===== config.mk =====
export PLATFORM = sky130hd
export DESIGN_NAME = ssbr_dev_flat
export DESIGN_NICKNAME = d
export VERILOG_FILES = /design/src/ssbr_pkg.sv /design/src/ssbr_if.sv /design/src/ssbr_dev.sv /design/src/flat_wrapper.sv
export SDC_FILE = /design/constraint.sdc
export NUM_CORES = 2
export LEC_CHECK = 0
export ABC_CLOCK_PERIOD_IN_PS = 8400
export BUFFER_PORTS_ARGS = -buffer_cell sky130_fd_sc_hd__buf_2
export CAP_MARGIN = 10
export CORE_UTILIZATION = 30
export CTS_BUF_LIST = sky130_fd_sc_hd__clkbuf_4
export DETAILED_ROUTE_END_ITERATION = 12
export GPL_TIMING_DRIVEN = 0
export PLACE_DENSITY = 0.54
export SKIP_CTS_REPAIR_TIMING = 1
export SLEW_MARGIN = 20
export SYNTH_ARGS = -nofsm -noshare
export SYNTH_HDL_FRONTEND = slang
export SYNTH_SLANG_ARGS = --single-unit

===== constraint.sdc =====
create_clock -name clk_sys -period 8.4 [get_ports clk_sys]
set_input_delay 0.42 -clock clk_sys [delete_from_list [all_inputs] [get_ports clk_sys]]
set_output_delay 0.42 -clock clk_sys [all_outputs]
set_load 0.005 [all_outputs]

===== src/ssbr_pkg.sv =====
// Purpose: Shared constants for the sensor serial burst read link.
// Assumes: 100 MHz system clock on both ends, SPI mode 3, 16-bit frames.
// Notes:   Word indices are register addresses divided by two.
package ssbr_pkg;
   //***********************************************************
   // Link framing
   //***********************************************************
   localparam logic [3:0]  FRAME_LAST_BIT = 4'hf;
   localparam logic [15:0] BURST_CMD      = 16'h6800;
   localparam logic [15:0] IDLE_WORD      = 16'h0000;
   localparam int          SYS_CLK_HZ     = 100000000;
   localparam int          SCLK_MAX_HZ    = 1000000;
   // Least half period, rounded up so SCLK never exceeds the limit
   localparam int          HALF_CYC       =
      (SYS_CLK_HZ + 2 * SCLK_MAX_HZ - 1) / (2 * SCLK_MAX_HZ);
   localparam logic [6:0]  HALF_LAST      = 7'(HALF_CYC - 1);

   //***********************************************************
   // Device configuration fields
   //***********************************************************
   localparam int          MODE_LSB       = 2;
   localparam int          MODE_MSB       = 4;
   localparam logic [2:0]  MODE_SCALED    = 3'h2;
   localparam logic [15:0] FW_WIDE_MIN    = 16'h0134;

   //***********************************************************
   // Register word indices
   //***********************************************************
   localparam logic [5:0]  DIAG_IDX       = 6'h01;
   localparam logic [5:0]  RATE_X_LOW_IDX = 6'h02;
   localparam logic [5:0]  TEMP_IDX       = 6'h0e;
   localparam logic [5:0]  STAMP_IDX      = 6'h0f;
   localparam logic [5:0]  COUNT_IDX      = 6'h11;
   localparam logic [5:0]  ANGLE_X_LOW_IDX = 6'h12;
   localparam logic [4:0]  NARROW_DATA    = 5'h06;
   localparam logic [4:0]  WIDE_DATA      = 5'h0c;
   localparam int          REG_WORDS      = 64;

   //***********************************************************
   // Host command port map
   //***********************************************************
   localparam logic [4:0]  HOST_READ_OFS   = 5'h00;
   localparam logic [4:0]  HOST_BURST_OFS  = 5'h01;
   localparam logic [4:0]  HOST_STATUS_OFS = 5'h02;
   localparam logic [4:0]  HOST_RDATA_OFS  = 5'h03;
   localparam int          BUF_WORDS       = 16;
   localparam int          ST_BUSY_BIT     = 0;
   localparam int          ST_DONE_BIT     = 1;
   localparam int          ST_CSUM_BIT     = 2;
endpackage


===== src/ssbr_if.sv =====
// Purpose: Four-wire serial link between sensor end and host end.
// Assumes: Host drives clock, select and command line.
// Notes:   Plain wires, no clocking; each end samples with its own clock.
`timescale 1ns/100ps
interface ssbr_if;
   logic sclk;
   logic cs_n;
   logic mosi;
   logic miso;
   modport dev  (input sclk, input cs_n, input mosi, output miso);
   modport host (output sclk, output cs_n, output mosi, input miso);
endinterface


===== src/ssbr_dev.sv =====
// Purpose: Sensor end of the serial link: register reads and burst read.
// Assumes: Link pins are asynchronous and sampled twice before use.
// Notes:   Write frames are accepted on the wire and ignored.
// Functional notes
// Register read spans two 16-bit frames
// Read request: bit15 zero, byte address, ignored
// Full duplex: reply shifts while request arrives
// Burst starts on 0x6800, select low, 1 MHz
// Burst words stream with no gaps
// Clock mode field selects burst content
// Non scaled modes end with counter, checksum
// Scaled sync sends timestamp instead of counter
// Wide and select need firmware 1.34 onward
// Narrow select0: diag, rate, accel highs, temp
// Narrow select1: diag, angle, velocity highs, temp
// Wide select0: rate, accel low then high
// Wide select1: angle, velocity low then high
// Checksum sums bytes of preceding words
// Host disables linear-g with narrow select0
// Host prefers wide select0 for linear-g
// Mode 3, MSB first, 16-bit frames
// 16-bit registers, each byte addressable
// Write frame has bit15 set
// Select rise aborts burst, next frame command
`timescale 1ns/100ps
module ssbr_dev
   import ssbr_pkg::*;
(
   input  wire logic        clk_sys,
   input  wire logic        rstn,
   ssbr_if.dev              spi,
   input  wire logic        reg_wr_en,
   input  wire logic [5:0]  reg_wr_index,
   input  wire logic [15:0] reg_wr_data,
   input  wire logic [15:0] misc_control_reg,
   input  wire logic        burst_sel,
   input  wire logic        burst_wide_words,
   input  wire logic [15:0] firmware_revision,
   output logic             burst_active
);
   import ssbr_pkg::*;

   //***********************************************************
   // Pin synchronisers and edge detect
   //***********************************************************
   logic [2:0]  meta_ff;
   logic [2:0]  sync_ff;
   logic [1:0]  prev_ff;
   logic        sclk_s;
   logic        cs_s;
   logic        mosi_s;
   logic        sclk_fall;
   logic        sclk_rise;
   logic        cs_rise;

   always_ff @(posedge clk_sys) begin
      if (!rstn) begin
         meta_ff <= 3'h3;
         sync_ff <= 3'h3;
         prev_ff <= 2'h3;
      end else begin
         meta_ff <= {spi.mosi, spi.cs_n, spi.sclk};
         sync_ff <= meta_ff;
         prev_ff <= sync_ff[1:0];
      end
   end

   assign sclk_s    = sync_ff[0];
   assign cs_s      = sync_ff[1];
   assign mosi_s    = sync_ff[2];
   // Mode 3: drive on falling, sample on rising
   assign sclk_fall = prev_ff[0] & ~sclk_s & ~cs_s;
   assign sclk_rise = ~prev_ff[0] & sclk_s & ~cs_s;
   assign cs_rise   = ~prev_ff[1] & cs_s;

   //***********************************************************
   // Register storage, loaded by the sensing logic
   //***********************************************************
   logic [15:0] regs_ff [REG_WORDS];

   always_ff @(posedge clk_sys) begin
      if (!rstn) begin
         for (int i = 0; i < REG_WORDS; i++) begin
            regs_ff[i] <= 16'h0000;
         end
      end else if (reg_wr_en) begin
         regs_ff[reg_wr_index] <= reg_wr_data;
      end
   end

   //***********************************************************
   // Frame shifter
   //***********************************************************
   logic [3:0]  bit_cnt_ff;
   logic [15:0] rx_ff;
   logic [15:0] tx_ff;
   logic        miso_ff;
   logic        frame_end;
   logic [15:0] word_in;

   assign frame_end = sclk_rise && (bit_cnt_ff == FRAME_LAST_BIT);
   assign word_in   = {rx_ff[14:0], mosi_s};

   always_ff @(posedge clk_sys) begin
      if (!rstn || cs_s) begin
         bit_cnt_ff <= 4'h0;
      end else if (sclk_rise) begin
         bit_cnt_ff <= bit_cnt_ff + 4'h1;
      end
   end

   always_ff @(posedge clk_sys) begin
      if (!rstn) begin
         rx_ff <= 16'h0000;
      end else if (sclk_rise) begin
         rx_ff <= word_in; // MSB first
      end
   end

   always_ff @(posedge clk_sys) begin
      if (!rstn || cs_s) begin
         miso_ff <= 1'b0;
      end else if (sclk_fall) begin
         miso_ff <= tx_ff[4'hf - bit_cnt_ff];
      end
   end

   assign spi.miso = miso_ff;

   //***********************************************************
   // Burst sequencing
   //***********************************************************
   logic        burst_ff;
   logic [4:0]  idx_ff;
   logic [15:0] csum_ff;
   logic        sel_ff;
   logic        wide_ff;
   logic [2:0]  mode_ff;
   logic        nxt_burst;
   logic [4:0]  nxt_idx;
   logic [15:0] nxt_csum;
   logic [15:0] nxt_tx;
   logic        nxt_sel;
   logic        nxt_wide;
   logic        wide_ok;
   logic        cmd_frame;
   logic [4:0]  last_idx;
   logic [15:0] word_out;

   function automatic logic [15:0] byte_sum(input logic [15:0] w);
      return {8'h00, w[15:8]} + {8'h00, w[7:0]};
   endfunction

   // Word index of the n-th burst word
   function automatic logic [5:0] burst_index(input logic [4:0] n,
                                              input logic       sel,
                                              input logic       wide,
                                              input logic [2:0] mode);
      logic [4:0] data_words;
      logic [5:0] base;
      logic [5:0] k;
      data_words = wide ? WIDE_DATA : NARROW_DATA;
      base       = sel ? ANGLE_X_LOW_IDX : RATE_X_LOW_IDX;
      k          = {1'b0, n} - 6'h01;
      if (n == 5'h00) begin
         return DIAG_IDX;
      end else if (n <= data_words) begin
         // Low then high per axis, or high words only
         return wide ? base + k : base + {k[4:0], 1'b1};
      end else if (n == data_words + 5'h01) begin
         return TEMP_IDX;
      end else begin
         // Counter or timestamp as the last data word
         return (mode == MODE_SCALED) ? STAMP_IDX : COUNT_IDX;
      end
   endfunction

   // Older firmware only knows the narrow select0 burst
   assign wide_ok   = firmware_revision >= FW_WIDE_MIN;
   assign nxt_sel   = burst_sel & wide_ok;
   assign nxt_wide  = burst_wide_words & wide_ok;
   assign last_idx  = (wide_ff ? WIDE_DATA : NARROW_DATA) + 5'h03;
   // After the checksum frame the incoming word is a command again
   assign cmd_frame = !burst_ff || (idx_ff > last_idx);
   assign word_out  = regs_ff[burst_index(idx_ff, sel_ff, wide_ff,
                                          mode_ff)];

   always_comb begin
      nxt_burst = burst_ff;
      nxt_idx   = idx_ff;
      nxt_csum  = csum_ff;
      nxt_tx    = tx_ff;
      if (cmd_frame) begin
         nxt_burst = 1'b0;
         if (word_in == BURST_CMD) begin
            nxt_burst = 1'b1;
            nxt_idx   = 5'h01;
            nxt_tx    = regs_ff[burst_index(5'h00, nxt_sel, nxt_wide,
                        misc_control_reg[MODE_MSB:MODE_LSB])];
            nxt_csum  = byte_sum(nxt_tx);
         end else if (!word_in[15]) begin
            // Byte address, either byte of the word
            nxt_tx = regs_ff[word_in[14:9]];
         end else begin
            nxt_tx = IDLE_WORD; // Write frame ignored
         end
      end else if (idx_ff == last_idx) begin
         nxt_tx  = csum_ff;
         nxt_idx = idx_ff + 5'h01;
      end else begin
         // Next word loads at frame end, no stall
         nxt_tx   = word_out;
         nxt_csum = csum_ff + byte_sum(word_out);
         nxt_idx  = idx_ff + 5'h01;
      end
   end

   always_ff @(posedge clk_sys) begin
      if (!rstn) begin
         burst_ff <= 1'b0;
         idx_ff   <= 5'h00;
         csum_ff  <= 16'h0000;
         tx_ff    <= IDLE_WORD;
      end else if (cs_rise && burst_ff) begin
         burst_ff <= 1'b0; // Abandon the unfinished burst
         idx_ff   <= 5'h00;
         tx_ff    <= IDLE_WORD;
      end else if (frame_end) begin
         burst_ff <= nxt_burst;
         idx_ff   <= nxt_idx;
         csum_ff  <= nxt_csum;
         tx_ff    <= nxt_tx;
      end
   end

   // Options frozen for the whole burst
   always_ff @(posedge clk_sys) begin
      if (!rstn) begin
         sel_ff  <= 1'b0;
         wide_ff <= 1'b0;
         mode_ff <= 3'h0;
      end else if (frame_end && cmd_frame && word_in == BURST_CMD) begin
         sel_ff  <= nxt_sel;
         wide_ff <= nxt_wide;
         mode_ff <= misc_control_reg[MODE_MSB:MODE_LSB];
      end
   end

   assign burst_active = burst_ff;
endmodule


===== src/flat_wrapper.sv =====
// flat-port wrapper written by rule: the top's interface ports become plain ports
module ssbr_dev_flat import ssbr_pkg::*;
  (clk_sys, rstn, reg_wr_en, reg_wr_index, reg_wr_data, misc_control_reg, burst_sel, burst_wide_words, firmware_revision, burst_active, spi_sclk, spi_cs_n, spi_mosi, spi_miso);
  ssbr_if spi_i ();
  input  wire logic clk_sys;
  input  wire logic rstn;
  input  wire logic reg_wr_en;
  input  wire logic [5:0] reg_wr_index;
  input  wire logic [15:0] reg_wr_data;
  input  wire logic [15:0] misc_control_reg;
  input  wire logic burst_sel;
  input  wire logic burst_wide_words;
  input  wire logic [15:0] firmware_revision;
  output logic burst_active;
  input wire logic [$bits(spi_i.sclk)-1:0] spi_sclk;
  input wire logic [$bits(spi_i.cs_n)-1:0] spi_cs_n;
  input wire logic [$bits(spi_i.mosi)-1:0] spi_mosi;
  output wire logic [$bits(spi_i.miso)-1:0] spi_miso;
  assign spi_i.sclk = spi_sclk;
  assign spi_i.cs_n = spi_cs_n;
  assign spi_i.mosi = spi_mosi;
  assign spi_miso = spi_i.miso;
  ssbr_dev u_core (.clk_sys(clk_sys), .rstn(rstn), .spi(spi_i), .reg_wr_en(reg_wr_en), .reg_wr_index(reg_wr_index), .reg_wr_data(reg_wr_data), .misc_control_reg(misc_control_reg), .burst_sel(burst_sel), .burst_wide_words(burst_wide_words), .firmware_revision(firmware_revision), .burst_active(burst_active));
endmodule

==> flow_summary.json <==
{
  "slew_headroom_pct": 11.6,
  "setup_viol": 0,
  "worstRegToRegCells": 29,
  "power.internal_w": 0.00916,
  "n_fill_cell": 19300,
  "crit_top_cell": "a21oi_1",
  "grt_usage_pct": 28.1,
  "synth_area_mm2": 0.0598,
  "status": "completed",
  "die_w_um": 448,
  "synthFlopType": "edfxtp_1",
  "cts_root_buf": "clkbuf_4",
  "power_frac_clock_pct": 41.2,
  "synth_cells": 4389,
  "final_util_pct": 34.9,
  "synth-seq-cells": 1101,
  "path_buf_inv": 7,
  "post_drt_wl_per_cell_um": 37.0,
  "die_y_um": 448,
  "cellPowerDensity_mw_per_mm2": 181,
  "routed_via_density": 5.93,
  "clk_pin_slew_worst_paths_ps": 70,
  "max_freq_ghz": 0.121,
  "min_path_type": "in2reg",
  "pwr-share-comb_pct": 7.3,
  "critical_path.top_delay_family": "compound AO/OA/AOI/OAI gates",
  "cp-end-kind": "flop",
  "dpl.hpwl_um": 211000,
  "place.gp.congestion": 1.08,
  "clockBufferDepth": 4,
  "synth.distinct_cells": 77,
  "finalHoldViolCount": 0,
  "final.min_clock_period_ps": 8260,
  "cp_data_arrival_time_ps": 9520,
  "rsz0062_at_grt": "false",
  "ant_nets": 0,
  "ir_drop_v": 0.000144,
  "num_io_pins": 64,
  "cts_tree": "yes",
  "most-common-layout-cells": "1032 x and2_1, 1024 x edfxtp_1, 489 x mux4_2",
  "drtIter0Drc": 7892,
  "clock-sinks": 1101,
  "port_buffers": 32,
  "core_mm2": 0.198,
  "num_rows": 163,
  "startpoint_type": "flop",
  "crit_fanout": 12,
  "leakagePower_nw": 23.5,
  "synthArstFlopShare_pct": 0,
  "antenna_found_initial": 57,
  "power.switching_w": 0.00330,
  "power_w": 0.0125,
  "slowest_stage": "o211ai_1",
  "critical_path_class": "reg2reg",
  "numCtsBuffers": 329,
  "firstDrtPassIters": 12,
  "final_common_cell": "and2_1",
  "syn2layout_area_growth_pct": 15.4,
  "die-area_mm2": 0.201,
  "finClkSkew_ps": 102,
  "drv_slew": 0,
  "cp.required_ps": 9660,
  "yosysSeqAreaShare_pct": 54.0,
  "slowest_delay_ps": 810,
  "cts_max_level": 5,
  "grt_pass1_wl_um": 377000,
  "p_sw_share_pct": 26.5,
  "whs_path_depth": 6,
  "synth_nets": 4490,
  "clk-insertion-delay-late_ps": 1350,
  "drv_cap": 0,
  "first_global_vias": 43000,
  "cp_num_cells": 29,
  "drc": 0,
  "fin_crit_sh_pct": 98.3,
  "fin_nets": 4945,
  "start_util_pct": 30.2,
  "avgSynthCellArea_um2": 13.6,
  "vias": 45900,
  "worstMarginPinSlew_ps": 1330,
  "overflow": 0,
  "grt_max_degree": 17,
  "routed_wl_um": 286000,
  "ys_warn_count": 0,
  "drive_gt1_share_pct": 26.7,
  "synth_edf_count": 1024,
  "seq_power_share_pct": 51.5
}
-- power by group through the flow --
stage,logic [W],registers (W),clock network (W)
5_1_grt,0.000915,0.00643,0.00540
4_1_cts,0.000862,0.00640,0.00514
3_5_place_dp,0.000857,0.00652,0
6_report,0.000913,0.00641,0.00513
3_3_place_gp,0.000799,0.00652,0
2_1_floorplan,0.000430,0.00645,0
-- cell type report --
| type | instances | area (um^2) | share of cell area [%] |
|---|---|---|---|
| Antenna cell | 35 | 87.6 | 0.127 |
| Buffer | 436 | 1990 | 2.89 |
| Clock buffer | 479 | 3600 | 5.21 |
| Clock inverter | 75 | 298 | 0.432 |
| Inverter | 22 | 86.3 | 0.125 |
| Multi-Input combinational cell | 2828 | 26000 | 37.7 |
| Sequential cell | 1101 | 32300 | 46.8 |
| Tap cell | 2640 | 3300 | 4.79 |
| Timing Repair Buffer | 126 | 1330 | 1.93 |
-- logic make-up after synthesis --
kind of cell | count (synthesis) | synth area share, %
AO/OA/AOI/OAI | 510 | 6.08
XOR/XNOR | 27 | 0.396
multiplexers | 524 | 19.0
AND/OR/NAND/NOR | 1728 | 16.4
adder cells (fa/ha/maj) | 39 | 0.854
flip-flops | 1101 | 54.0
buffers and inverters | 460 | 3.26
-- worst paths after layout --
check        slack [ps]           endpoint                  from
max                 140  u_core.csum_ff[9]        u_core.wide_ff
min                 120     u_core.wide_ff  firmware_revision[8]
max reg2reg         140  u_core.csum_ff[9]        u_core.wide_ff
min reg2reg         420  u_core.sync_ff[0]     u_core.meta_ff[0]
-- flip-flops by register name, indices dropped and copies added (netlist names), named ones only --
| register | flops |
|---|---|
| u_core.spi.miso | 1 |
| u_core.bit_cnt_ff | 4 |
| u_core.regs_ff | 1024 |
| u_core.burst_active | 1 |
| u_core.sel_ff | 1 |
| u_core.idx_ff | 5 |
| u_core.wide_ff | 1 |
| u_core.rx_ff | 15 |
| u_core.meta_ff | 3 |
| u_core.mode_ff | 3 |
| u_core.csum_ff | 16 |
| u_core.sync_ff | 3 |
| u_core.prev_ff | 2 |
| u_core.tx_ff | 16 |
-- per-stage QoR --
stage               hold slack, ps  cells  instance area [um^2]  TNS, ps  worst slack (ps)
finish                         120   7742                 69000        0               143
global route                   107   7716                 68900        0              8.24
CTS                           -831   7669                 68400    -3430              -584
detailed placement             402   7115                 64500    -3110              -529
global placement               397   7061                 63200    -2510              -436
floorplan                      386   4389                 59800        0              2200
-- worst register-to-register path, delay by kind of cell, from the launching register on --
family	cells	cell delay (ps)
buf+inv	7	1920
compound gates	14	3400
fa+ha+maj	4	1330
xor+xnor	1	270
mux	1	380
flops	1	310
simple gates	2	580
-- cell usage after synthesis, types with 4 or more instances --
library cell  instances  area [um^2]
edfxtp_1           1024        30700
nor2_1               97          364
a21o_1               27          203
clkbuf_1            281         1050
nor3_1               13         65.1
o21ai_0              87          435
dfxtp_1              77         1540
and2_1             1032         6460
ha_1                 36          450
buf_4                13         97.6
a21oi_1              50          250
a311oi_1             17          149
nand3b_1              6         45.0
mux2i_1              35          350
a222oi_1             16          160
buf_6                10          113
o22ai_1               5         31.3
a221oi_1             15          131
nand2b_1             25          156
a31oi_1              50          313
nand4_1              19          119
nor2b_1              11         68.8
and3_1               69          432
nand2_1             333         1250
or2_2                 4         25.0
a21boi_0             18          135
a32oi_1              24          210
and4_1               14          123
a22oi_1              79          593
nor4_1                5         31.3
a211oi_1             64          480
buf_2                80          400
xor2_1                9         78.8
inv_1                20         75.1
xnor2_1              18          158
mux4_2              489        11000
or3_1                 9         56.3
buf_1                54          203
nor3b_1               4         30.0
o211ai_1             23          173
nand3_1              65          325
o211a_1              10          100
-- layer usage --
metal	vias up	share of wire, %	GRT usage (%)
li1	17800	-	-
met1	23500	37	35.3
met2	3768	42	39.9
met3	851	13	10.4
met4	18	7.5	19.3
met5	-	0.042	0
No activity file was read; power rests on OpenSTA's default activity.
